==> config.mk <==
export PLATFORM = sky130hd
export DESIGN_NAME = b3216_bridge
export DESIGN_NICKNAME = d
export VERILOG_FILES = /design/src/b3216_pkg.sv /design/src/b3216_addr_xlat.sv /design/src/b3216_bridge.sv /design/src/b3216_cmd_ctrl.sv
export VERILOG_INCLUDE_DIRS = /design/src
export SDC_FILE = /design/constraint.sdc
export NUM_CORES = 1
export LEC_CHECK = 0
export BUFFER_PORTS_ARGS = -buffer_cell sky130_fd_sc_hd__buf_2
export CAP_MARGIN = 30
export CORE_ASPECT_RATIO = 1.75
export CORE_MARGIN = 1
export CORE_UTILIZATION = 44
export CTS_CLUSTER_DIAMETER = 150
export DETAILED_ROUTE_END_ITERATION = 10
export PLACE_DENSITY = 0.86
export SLEW_MARGIN = 20
export SYNTH_ARGS = -nofsm -noshare
export SYNTH_HDL_FRONTEND = slang
export SYNTH_SLANG_ARGS = --single-unit
==> constraint.sdc <==
create_clock -name ref_clk -period 1.8 [get_ports ref_clk]
set_clock_uncertainty 0.15 [all_clocks]
set_input_delay 0.36 -clock ref_clk [delete_from_list [all_inputs] [get_ports ref_clk]]
set_output_delay 0.36 -clock ref_clk [all_outputs]
set_load 0.02 [all_outputs]
==> src/b3216_defs.svh <==
`ifndef B3216_DEFS_SVH
`define B3216_DEFS_SVH
// Cycles from start of a half until the command is driven
`define B3216_CMD_DELAY_NS   20
`define B3216_CMD_DELAY_CYC  (4'((`B3216_CMD_DELAY_NS + 9) / 10))
`define B3216_CNT_W          4
`define B3216_HALF_W         16
`define B3216_WORD_W         32
`define B3216_BE_W           4
`define B3216_CNT_ZERO       4'h0
`define B3216_CNT_ONE        4'h1
`define B3216_HALF_ZERO      16'h0000
`define B3216_BE_NONE        4'hF
`endif

==> src/b3216_pkg.sv <==
package b3216_pkg;
    // Bridge sequencing states, Gray coded along the usual path
    typedef enum logic [1:0] {
        B3216_IDLE  = 2'b00,
        B3216_LOW   = 2'b01,
        B3216_HIGH  = 2'b11,
        B3216_DONE  = 2'b10
    } b3216_state_e;
endpackage

==> src/b3216_addr_xlat.sv <==
`timescale 1ns/1ps
`include "b3216_defs.svh"
// Byte enables and half select to low address bits and upper byte enable
module b3216_addr_xlat
    import b3216_pkg::*;
(
    input  wire logic [3:0] byte_en_n,
    input  wire logic       high_half,
    output logic            addr0,
    output logic            addr1,
    output logic            upper_byte_enable_n
);
    logic [1:0] lanes_n; // Active-low enables of the current half
    always_comb begin
        lanes_n = high_half ? byte_en_n[3:2] : byte_en_n[1:0];
        addr1 = high_half;
        // Even byte absent means odd-only access
        addr0 = lanes_n[0];
        upper_byte_enable_n = lanes_n[1];
    end
endmodule

==> src/b3216_bridge.sv <==
`timescale 1ns/1ps
`include "b3216_defs.svh"
// How it works
// - Write sends low half, then high
// - Read latches low half, then presents word
// - Transceiver direction follows write/read
// - Four enables from acknowledge; copro-bound ones also need byte enables
// - Two commands per 32-bit transfer
// - Counter starts on select and cycle
// - Half ready clears the counter
// - Byte enables become address, upper enable
// - First ready bumps bit one, latches on a read
// - Host ready only after second half
// - Cycle active from strobes until ready
// - Second half reissues command, keeps select
// - Second read half drives both host halves
// - Write drives low then high half
module b3216_bridge
    import b3216_pkg::*;
(
    input  wire logic        ref_clk,
    input  wire logic        rst,
    input  wire logic        address_strobe_n,     // Host address strobe
    input  wire logic        data_enable_strobe_n, // Host data enable
    input  wire logic        copro_select,         // Address decode hit
    input  wire logic        write_not_read,       // High for host write
    input  wire logic [3:0]  byte_en_n,            // Host byte enables
    input  wire logic [31:0] host_wdata,           // Host write word
    input  wire logic [15:0] copro_rdata,          // Coprocessor read data
    input  wire logic        slave_acknowledge,    // Coprocessor busy with access
    output logic [31:0]      host_rdata,           // Assembled read word
    output logic [15:0]      copro_wdata,          // Half toward coprocessor
    output logic             host_ready_n,         // Ready to host, low active
    output logic             copro_cs_n,
    output logic             copro_rd_n,
    output logic             copro_wr_n,
    output logic             copro_mem_sel,        // Memory, not IO
    output logic             addr0,
    output logic             addr1,
    output logic             upper_byte_enable_n,
    output logic             to_copro_dir,         // High: host to coprocessor
    output logic             low_half_to_copro_en,
    output logic             low_half_to_host_en,
    output logic             high_half_to_copro_en,
    output logic             high_half_to_host_en,
    output logic             low_latch_clk         // Captures first read half
);
    b3216_state_e       state_q;       // Current half
    logic               cycle_active_q;// Host cycle under way
    logic               wr_q;          // Direction latched at start
    logic [15:0]        low_q;         // Captured first read half
    logic               latch_q;       // Latch clock pulse
    logic               ready_q;       // Ready pulse to host
    logic               cmd_active;    // Command window from controller
    logic               half_ready;    // Internal half-transfer ready
    logic               half_req;      // A half is being requested
    logic               high_half;     // Second half is active
    logic [1:0]         lanes;         // Active-high lanes of the half
    always_ff @(posedge ref_clk) begin
        if (rst || ready_q) begin
            cycle_active_q <= 1'b0;
        end else if (!address_strobe_n && !data_enable_strobe_n) begin
            cycle_active_q <= 1'b1;
        end
    end
    // Latch direction when the cycle begins; bursts unsupported
    always_ff @(posedge ref_clk) begin
        if (rst) begin
            wr_q <= 1'b0;
        end else if (state_q == B3216_IDLE) begin
            wr_q <= write_not_read;
        end
    end
    always_ff @(posedge ref_clk) begin
        if (rst) begin
            state_q <= B3216_IDLE;
        end else begin
            unique case (state_q)
                B3216_IDLE: begin
                    if (cycle_active_q && copro_select) begin
                        state_q <= B3216_LOW;
                    end
                end
                B3216_LOW: begin
                    if (half_ready) begin
                        state_q <= B3216_HIGH;
                    end
                end
                B3216_HIGH: begin
                    if (half_ready) begin
                        state_q <= B3216_DONE;
                    end
                end
                B3216_DONE: begin
                    state_q <= B3216_IDLE;
                end
            endcase
        end
    end
    assign half_req  = (state_q == B3216_LOW) || (state_q == B3216_HIGH);
    assign high_half = (state_q == B3216_HIGH);
    b3216_cmd_ctrl u_cmd (
        .ref_clk           (ref_clk),
        .rst               (rst),
        .half_req          (half_req),
        .slave_acknowledge (slave_acknowledge),
        .cmd_active        (cmd_active),
        .half_ready        (half_ready)
    );
    b3216_addr_xlat u_xlat (
        .byte_en_n           (byte_en_n),
        .high_half           (high_half),
        .addr0               (addr0),
        .addr1               (addr1),
        .upper_byte_enable_n (upper_byte_enable_n)
    );
    always_ff @(posedge ref_clk) begin
        if (rst) begin
            latch_q <= 1'b0;
            low_q   <= `B3216_HALF_ZERO;
        end else begin
            latch_q <= half_ready && (state_q == B3216_LOW) && !wr_q;
            if (slave_acknowledge && (state_q == B3216_LOW) && !wr_q) begin
                low_q <= copro_rdata;
            end
        end
    end
    always_ff @(posedge ref_clk) begin
        if (rst) begin
            host_rdata <= {`B3216_HALF_ZERO, `B3216_HALF_ZERO};
        end else if (slave_acknowledge && high_half && !wr_q) begin
            host_rdata <= {copro_rdata, low_q};
        end
    end
    always_ff @(posedge ref_clk) begin
        if (rst) begin
            copro_wdata <= `B3216_HALF_ZERO;
        end else if (state_q == B3216_IDLE || half_ready) begin
            copro_wdata <= (half_ready && state_q == B3216_LOW) ?
                           host_wdata[31:16] : host_wdata[15:0];
        end
    end
    always_ff @(posedge ref_clk) begin
        if (rst) begin
            ready_q <= 1'b0;
        end else begin
            ready_q <= half_ready && high_half;
        end
    end
    // Command and select pins
    always_comb begin
        copro_cs_n    = !half_req;
        copro_rd_n    = !(cmd_active && !wr_q);
        copro_wr_n    = !(cmd_active && wr_q);
        copro_mem_sel = half_req;
        host_ready_n  = !ready_q;
        low_latch_clk = latch_q;
        to_copro_dir  = wr_q;
        lanes = high_half ? ~byte_en_n[3:2] : ~byte_en_n[1:0];
    end
    always_comb begin
        low_half_to_copro_en  = slave_acknowledge && wr_q && !high_half
                                && (state_q == B3216_LOW) && (|lanes);
        high_half_to_copro_en = slave_acknowledge && wr_q && high_half && (|lanes);
        low_half_to_host_en   = slave_acknowledge && !wr_q && high_half;
        high_half_to_host_en  = slave_acknowledge && !wr_q && high_half;
    end
endmodule

==> src/b3216_cmd_ctrl.sv <==
`timescale 1ns/1ps
`include "b3216_defs.svh"
// Counts cycles per half and issues one command each time
module b3216_cmd_ctrl
    import b3216_pkg::*;
(
    input  wire logic ref_clk,
    input  wire logic rst,
    input  wire logic half_req,
    input  wire logic slave_acknowledge,
    output logic      cmd_active,
    output logic      half_ready
);
    logic [`B3216_CNT_W-1:0] cnt_q;  // Cycles since the half began
    logic                    ack_seen_q; // Acknowledge observed this half
    logic                    ack_q;  // Acknowledge one cycle ago
    always_ff @(posedge ref_clk) begin
        if (rst || half_ready || !half_req) begin
            cnt_q <= `B3216_CNT_ZERO;
        end else if (cnt_q != `B3216_CMD_DELAY_CYC) begin
            cnt_q <= cnt_q + `B3216_CNT_ONE;
        end
    end
    // Track acknowledge so its fall ends the half
    always_ff @(posedge ref_clk) begin
        if (rst || half_ready) begin
            ack_seen_q <= 1'b0;
        end else if (slave_acknowledge && cmd_active) begin
            ack_seen_q <= 1'b1;
        end
    end
    always_ff @(posedge ref_clk) begin
        if (rst) begin
            ack_q <= 1'b0;
        end else begin
            ack_q <= slave_acknowledge;
        end
    end
    // Command holds until the coprocessor's acknowledge is first seen
    assign cmd_active = half_req && (cnt_q == `B3216_CMD_DELAY_CYC) && !ack_seen_q;
    assign half_ready = ack_seen_q && ack_q && !slave_acknowledge;
endmodule

# Word-level counts from Yosys, hierarchy flattened
# Index checks and enable logic that the tools add are counted.
word_totals:
  register_bits: 76
  output_inout_bits: 62
  elab_cells: 71
classes:
  n_addsub: 1
  eq_ne: 8
  muxes: 7
  bitwise_logic: 2
  reduce_logical: 42
ops:
  columns: ["op", "count"]
  rows:
  - ["$logic_and A1 B1 Y1", 24]
  - ["$mux W16", 1]
  - ["$logic_not A1 Y1", 10]
  - ["$mux W2", 5]
  - ["$pmux W2 S4", 1]
  - ["$ne A2 B2 Y1 const B", 3]
  - ["$logic_or A1 B1 Y1", 5]
  - ["$add A4 B1 Y4 const B", 1]
  - ["$eq A2 B2 Y1 const B", 2]
  - ["$eq A4 B2 Y1 const B", 1]
  - ["$ne A4 B2 Y1 const B", 1]
  - ["$not A2 Y2", 2]
  - ["$reduce_and A3 Y1", 1]
  - ["$eq A2 B1 Y1 const B", 1]
  - ["$logic_not A2 Y1", 1]
  - ["$reduce_or A2 Y1", 1]

# Logic depth before layout (Yosys ltp)
# Gate-level depths: netlist of the first run.
depth:
  depth_word: 6
  depth_mapped: 6
  depth_no_buf: 5

# Hierarchy
# Synthesis of the first run repeated with hierarchy kept, for this count alone.
unflattened:
  cells_unflattened: 369
  hier_area_um2: 2999.1
by_module_without_submodules:
  columns: ["mod", "n_inst", "cells_each", "area_per_inst_um2", "seq_area_each_um2"]
  rows:
  - ["b3216_bridge", 1, 337, 2691.3, 1401.3]
  - ["b3216_cmd_ctrl", 1, 29, 277.8, 120.1]
  - ["b3216_addr_xlat", 1, 3, 30.0, 0.0]

# Worst setup path after synthesis of the first run
# OpenSTA, ideal clock, no wires.
synth_path:
  path_kind: "register to output"
  startpoint: "register u_cmd.cnt_q[0]"
  endpoint: "output port copro_rd_n"
  t_arrival_ps: 1500
  t_required_ps: 1290
  slack_ps: -210
  stages_incl_launch_ff: 5
  path_cell_list: "dfxtp_1 inv_1 ha_1 nor3b_4 or4b_2"
synth_between:
  elab_chain_cells: 5
synth_lines:
  columns: ["element", "line_no", "source"]
  rows:
  - ["from (decl)", "b3216_cmd_ctrl.sv:14", "logic [`B3216_CNT_W-1:0] cnt_q;"]
  - ["from (signal assigned)", "b3216_cmd_ctrl.sv:19", "cnt_q <= `B3216_CNT_ZERO;"]
  - ["from (signal assigned)", "b3216_cmd_ctrl.sv:21", "cnt_q <= cnt_q + `B3216_CNT_ONE;"]
  - ["$eq A4 B2 Y1 (no source line)", null, null]
  - ["$logic_and A1 B1 Y1 (2 in a row)", "b3216_cmd_ctrl.sv:40", "assign cmd_active = half_req && (cnt_q == `B3216_CMD_DELAY_CYC) && !ack_seen_q;"]
  - ["$logic_and A1 B1 Y1", "b3216_bridge.sv:153", "copro_rd_n = !(cmd_active && !wr_q);"]
  - ["$logic_not A1 Y1", "b3216_bridge.sv:153", null]
  - ["to (decl)", "b3216_bridge.sv:35", "output logic copro_rd_n,"]
# No other way between the ends.

# Worst setup path in the final report of the first run
# Ends and elaborated chain as after synthesis.

==> results.toml, run 1 <==
[sta]
max_freq_ghz = 0.467
period_minus_slack_ns = 2.14
final-max-slew-violation-count = 0
fin_crit_sh = 1.19
finalHoldViolCount = 0
slew-limit-headroom = 0.770
tightest_slew_ns = 0.346
whs_ns = 0.128
setup_viol = 7
rsz0062_at_grt = "yes"
final.setup.worst_slack_ns = -0.343

[clocking]
cts-root-buf = "clkbuf_16"
htreeDepth = 3
cts.sinks = 76
cts_tree = "built"
cts.clk_slew.worst_paths_ns = 0.06
clock_latency_ns = 0.33
cts_buffer_depth = 2
cts_buffers = 9
cts_hold_buf = 0

[synthesis]
synth-edff-count = 0
postSynthAreaPerCell_sq_um = 8.39
synthArstFlopShare = 0
synth_nets = 435
synth_cells = 374
synth.distinct_cells = 39
synth_ff_type = "dfxtp_1"
synth-seq-cells = 76
synth_area_sq_um = 3140
yosys_warnings = 0
seq_area_frac_synth = 0.485

[setup_path]
crit_path_start_kind = "register"
reg2reg_setup_slack_ns = 0.12
cp.arrival_ns = 1.63
critPathRequiredTime_ns = 1.29
crit_type = "reg -> out"
slowest_delay_ns = 0.48
worstSetupEndpointType = "primary output"
slowest_stage = "or4b_4"
reg2reg_depth = 7
cp_max_fo = 2
crit_path_cell_trace = "inv_2, ha_4, nor3b_4, or4b_4, buf_6"

[place]
hpwl_mm = 5.98
numPortBuffers = 120
place_inst = 568
routabilityCongestion = 0.785

[floorplan]
rows = 40
initial_utilization = 0.457
coreArea_sq_um = 6860
fp.dieH_um = 114
dieWidth_um = 65.8
pin_count = 121
die_area_sq_um = 7480

[final_layout]
fillerInstances = 547
fin_util = 0.630
syn_to_final_growth_pct = 37.7
stdcell_count = 591
diodes = 0
final_cell_mix = "buf_2, nand2_1, dfxtp_1"
final_nets = 563
drive_gt1_frac = 0.373
final_common_cell = "buf_2"

[run_status]
failed_checks = "setup timing"
status = "finished with violations"

[route]
route.met2.wl_mm = 4.66
vias_per_cell = 5.46
routed_wl_mm = 8.76
wl_met3_um = 606
drt-met1-wl_mm = 3.27
top_layer = "met4"
post_drt_wl_per_cell_um = 14.8
drc_errors = 0
ant_nets = 0
drt-initial-drc-count = 226
firstDrtPassIters = 4
vias = 3224

[power_and_ir_drop]
p_int_mw = 3.13
clockPowerShare = 0.413
p_sw_frac = 0.264
p_leak_nw = 1.83
p_per_area_nw_per_um2 = 984
switching_power_mw = 1.12
seqPwrFrac = 0.429
power_frac_comb = 0.158
ir_drop_v = 0.000674
power_mw = 4.25

[global_route]
grt_pass1_wl_mm = 13.5
grt_max_degree = 35
grt_use_total = 0.232
antenna_found_initial = 0
overflow = 0
grt_pass1_vias = 3015

[hold_path]
hold_depth = 3
hold_class = "in -> reg"

[flow_run]
drv_cap = 0
[flip-flops by register name, indices dropped and copies added, names as in the netlist]
register          count
to_copro_dir          1
copro_wdata          16
ready_q               1
low_latch_clk         1
state_q               2
u_cmd.ack_seen_q      1
u_cmd.cnt_q           4
low_q                16
cycle_active_q        1
u_cmd.ack_q           1
host_rdata           32
[what timing repair did]
| action | in CTS | in global routing |
|---|---|---|
| gates resized for setup | 16 | 16 |
| setup endpoints to repair | 8 | 8 |
| setup buffers | 2 | 5 |
| pin swaps | 3 | 2 |
| gates cloned | 1 | 0 |
[Yosys cell counts, types with 2 or more instances]
cell,n,area (sq um)
a21oi_1,53,265
a311oi_1,16,140
buf_2,9,45.0
buf_4,6,45.0
buf_6,2,22.5
buf_8,2,30.0
clkbuf_1,12,45.0
clkbuf_2,3,15.0
dfxtp_1,76,1520
ha_1,2,25.0
inv_1,5,18.8
mux2_2,2,22.5
nand2_1,102,383
nand3_1,2,10.0
nand4b_1,17,149
nor2_1,5,18.8
nor3_1,20,100
o21ai_0,18,90.1
xnor2_1,2,17.5
[final timing paths]
| check | end | startpoint |
|---|---|---|
| max reg2reg | copro_wdata[15]$_SDFFE_PP0P_ | state_q[0]$_SDFFE_PP0P_ |
| max | copro_rd_n | u_cmd.cnt_q[0]$_SDFFE_PP0P_ |
| min | host_rdata[18]$_SDFFE_PP0P_ | copro_rdata[2] |
| min reg2reg | cycle_active_q$_SDFFE_PP0P_ | ready_q$_SDFF_PP0_ |
[final cells by class]
type | instances | area [sq um] | area share
timing repair buffer | 152 | 915 | 0.212
multi-input combinational | 257 | 1450 | 0.335
inverter | 6 | 25.0 | 0.00580
sequential | 76 | 1540 | 0.356
clock inverter | 7 | 66.3 | 0.0154
clock buffer | 9 | 225 | 0.0522
tap | 84 | 105 | 0.0243
[cells by family (layout without fill, tap and decap cells)]
kind of cell / count (synthesis) / count (layout) / synth area share
AOI/OAI and AO/OA: 89 / 89 / 0.162
xor gates and xnor gates: 3 / 3 / 0.00838
adders and majority gates: 2 / 2 / 0.00798
buffers and inverters: 41 / 174 / 0.0730
DFF: 76 / 76 / 0.485
muxes: 2 / 2 / 0.00718
and+or+nand+nor: 161 / 161 / 0.256
[per-stage QoR]
step	cell area (sq um)	setup WS (ns)	setup TNS, ns
6_report	4320	-0.343	-0.599
5_1_grt	4320	-0.385	-0.891
4_1_cts	4210	-0.370	-0.602
3_5_place_dp	3860	-0.0289	-0.0289
3_3_place_gp	3860	0.0134	0
2_1_floorplan	3140	-0.0255	-0.0255
[power by group through the flow]
stage                     combinational, mW  sequential [mW]  clock, mW
after global routing                  0.721             1.83       1.86
after global placement                0.584             1.86          0
after CTS                             0.611             1.83       1.77
final                                 0.670             1.82       1.75
after floorplan                       0.293             1.91          0
after detailed placement              0.597             1.86          0
[critical path, delay by kind of cell, from the launching register on]
kind	cells	cell delay, ns
buffers and inverters	2	0.22
adder cells (fa/ha/maj)	1	0.12
flip-flops	1	0.32
AND/OR/NAND/NOR	2	0.65
[routing by layer]
metal / global-route usage / up-vias
met5: 0 / -
met3: 0.0540 / 17
li1: - / 1549
met1: 0.237 / 1507
met2: 0.421 / 151
met4: 0.123 / 0
Power figures use the tool's default switching activity.
==> run 2: changes to the inputs <==
--- a/config.mk
+++ b/config.mk
@@ -6,9 +6,9 @@
 export SDC_FILE = /design/constraint.sdc
 export NUM_CORES = 1
 export LEC_CHECK = 0
+export ABC_AREA = 1
 export BUFFER_PORTS_ARGS = -buffer_cell sky130_fd_sc_hd__buf_2
 export CAP_MARGIN = 30
-export CORE_ASPECT_RATIO = 1.75
 export CORE_MARGIN = 1
 export CORE_UTILIZATION = 44
 export CTS_CLUSTER_DIAMETER = 150
==> results.toml, run 2 <==
[route]
vias = 3190
drc_errors = 0
firstDrtPassIters = 4
post_drt_wl_per_cell_um = 12.3
vias_per_cell = 4.92
drt-initial-drc-count = 147
ant_nets = 0
routed_wl_mm = 7.99

[setup_path]
crit_type = "reg -> out"
cp.arrival_ns = 1.36
crit_path_start_kind = "register"
worstSetupEndpointType = "primary output"
critPathRequiredTime_ns = 1.29
cp_max_fo = 5

[synthesis]
synth_cells = 425
synth-edff-count = 0
yosys_warnings = 0
synth_area_sq_um = 3150
seq_area_frac_synth = 0.484
synth-seq-cells = 76
synth_ff_type = "dfxtp_1"
netlist_top_cells_count = "nor2_1, dfxtp_1, nand2_1, nand3_1, o21ai_0"
synthArstFlopShare = 0
yosysTopAreaCell = "dfxtp_1"
postSynthAreaPerCell_sq_um = 7.40
synth_area_leaders = "dfxtp_1, nor2_1, nand2_1"
synth.distinct_cells = 31
synth_top_area_frac = 0.484
yosysMostFrequentCell = "nor2_1"
synth_nets = 486

[sta]
max_freq_ghz = 0.534
tightest_slew_ns = 0.392
final.setup.worst_slack_ns = -0.0736
rsz0062_at_grt = "yes"
fin_crit_sh = 1.04
slew-limit-headroom = 0.738
setup_viol = 4
period_minus_slack_ns = 1.87
final-max-slew-violation-count = 0
finalHoldViolCount = 0

[final_layout]
final_cell_mix = "nor2_1, buf_2, dfxtp_1"
diodes = 0
drive_gt1_frac = 0.340
syn_to_final_growth_pct = 33.8
regArea_sq_um = 1530
final_common_cell = "nor2_1"
stdcell_count = 649
final_nets = 611
fillerInstances = 618
top_regs = "host_rdata: 32 flops, copro_wdata: 16 flops, low_q: 16 flops"
multi_input_area_sq_um = 1440
largest-register = "host_rdata"
largest_reg_flops = 32

[floorplan]
die_area_sq_um = 7490
coreArea_sq_um = 6830
fp.dieH_um = 86.6
dieWidth_um = 86.6
pin_count = 121
rows = 30
initial_utilization = 0.460

[global_route]
grt_max_degree = 33
grt_pass1_vias = 2762
overflow = 0
grt_use_total = 0.218
grt_pass1_wl_mm = 12.7
antenna_found_initial = 0

[power_and_ir_drop]
p_leak_nw = 2.01
ir_drop_v = 0.000591
p_per_area_nw_per_um2 = 923

[place]
hpwl_mm = 5.36
place_inst = 627
numPortBuffers = 120
place_worst_setup_slack_ns = 0.156
routabilityCongestion = 0.782

[run_status]
status = "finished with violations"
failed_checks = "setup timing"

[clocking]
cts_buffer_depth = 2
cts_tree = "built"
cts_buffers = 9
htreeDepth = 3
cts_hold_buf = 0
cts.sinks = 76
cts-root-buf = "clkbuf_8"
cts.clk_slew.worst_paths_ns = 0.08
clock_latency_ns = 0.34

[flow_run]
drv_cap = 0

[hold_path]
hold_class = "in -> reg"
==> run 2: cells by family (layout without fill, tap and decap cells) <==
| logic type | count (synthesis) | count (layout) | share of synthesized area |
|---|---|---|---|
| AOI/OAI and AO/OA | 72 | 72 | 0.116 |
| xor gates and xnor gates | 2 | 2 | 0.00557 |
| adders and majority gates | 2 | 2 | 0.00795 |
| buffers and inverters | 53 | 181 | 0.0831 |
| DFF | 76 | 76 | 0.484 |
| and+or+nand+nor | 220 | 220 | 0.304 |
==> run 2: path summary, 6_finish.rpt <==
path	end	cells after the start	from	slack [ns]
setup / recovery	low_half_to_copro_en	8	state_q[0]$_SDFFE_PP0P_	-0.07
hold / removal	state_q[1]$_SDFFE_PP0P_	2	rst	0.13
setup reg to reg	low_q[5]$_SDFFE_PP0P_	6	state_q[0]$_SDFFE_PP0P_	0.20
hold reg to reg	low_q[15]$_SDFFE_PP0P_	2	low_q[15]$_SDFFE_PP0P_	0.31
==> run 2: critical path: stages, from the launching register on <==
cell	delay [ns]
dfxtp_4	0.36
nand2_4	0.10
clkinv_4	0.06
nand2_2	0.06
nand2_2	0.05
nand2_2	0.08
nand2_4	0.07
nor2_4	0.11
buf_6	0.13
==> run 2: layout make-up <==
class,count,area share
inverter,28,0.0279
sequential,76,0.364
multi-input combinational,296,0.342
tap,96,0.0285
timing repair buffer,139,0.188
clock buffer,9,0.0294
clock inverter,5,0.0187
==> run 2: layer usage <==
metal,global-route usage,vias up,part of all wire
li1,-,1612,-
met1,0.266,1448,0.42
met2,0.368,109,0.50
met3,0.0438,21,0.053
met4,0.108,0,0.026
met5,0,-,0
==> run 2: timing repair <==
action,4_1_cts,5_1_grt
endpoints found under the hold margin,0,0
pin swaps,8,8
setup buffers,7,1
resized for setup,25,19
endpoints found under the setup margin,8,6
==> run 2: stage by stage <==
stage	total power, mW	hold WS (ns)	utilization	cell area (sq um)	setup TNS (ns)
after global placement	2.48	0.297	0.558	3810	0
after CTS	3.89	0.119	0.606	4140	-0.209
after detailed placement	2.49	0.299	0.558	3810	0
final	3.89	0.130	0.616	4210	-0.213
after floorplan	2.28	0.287	-	3150	-0.0341
after global routing	4.07	0.136	0.616	4210	-0.531
==> run 2: power breakdown <==
part           internal, mW  switching [mW]  leakage, nW
combinational         0.258           0.429         1.29
clock                 0.763           0.609        0.105
sequential             1.77          0.0570        0.622
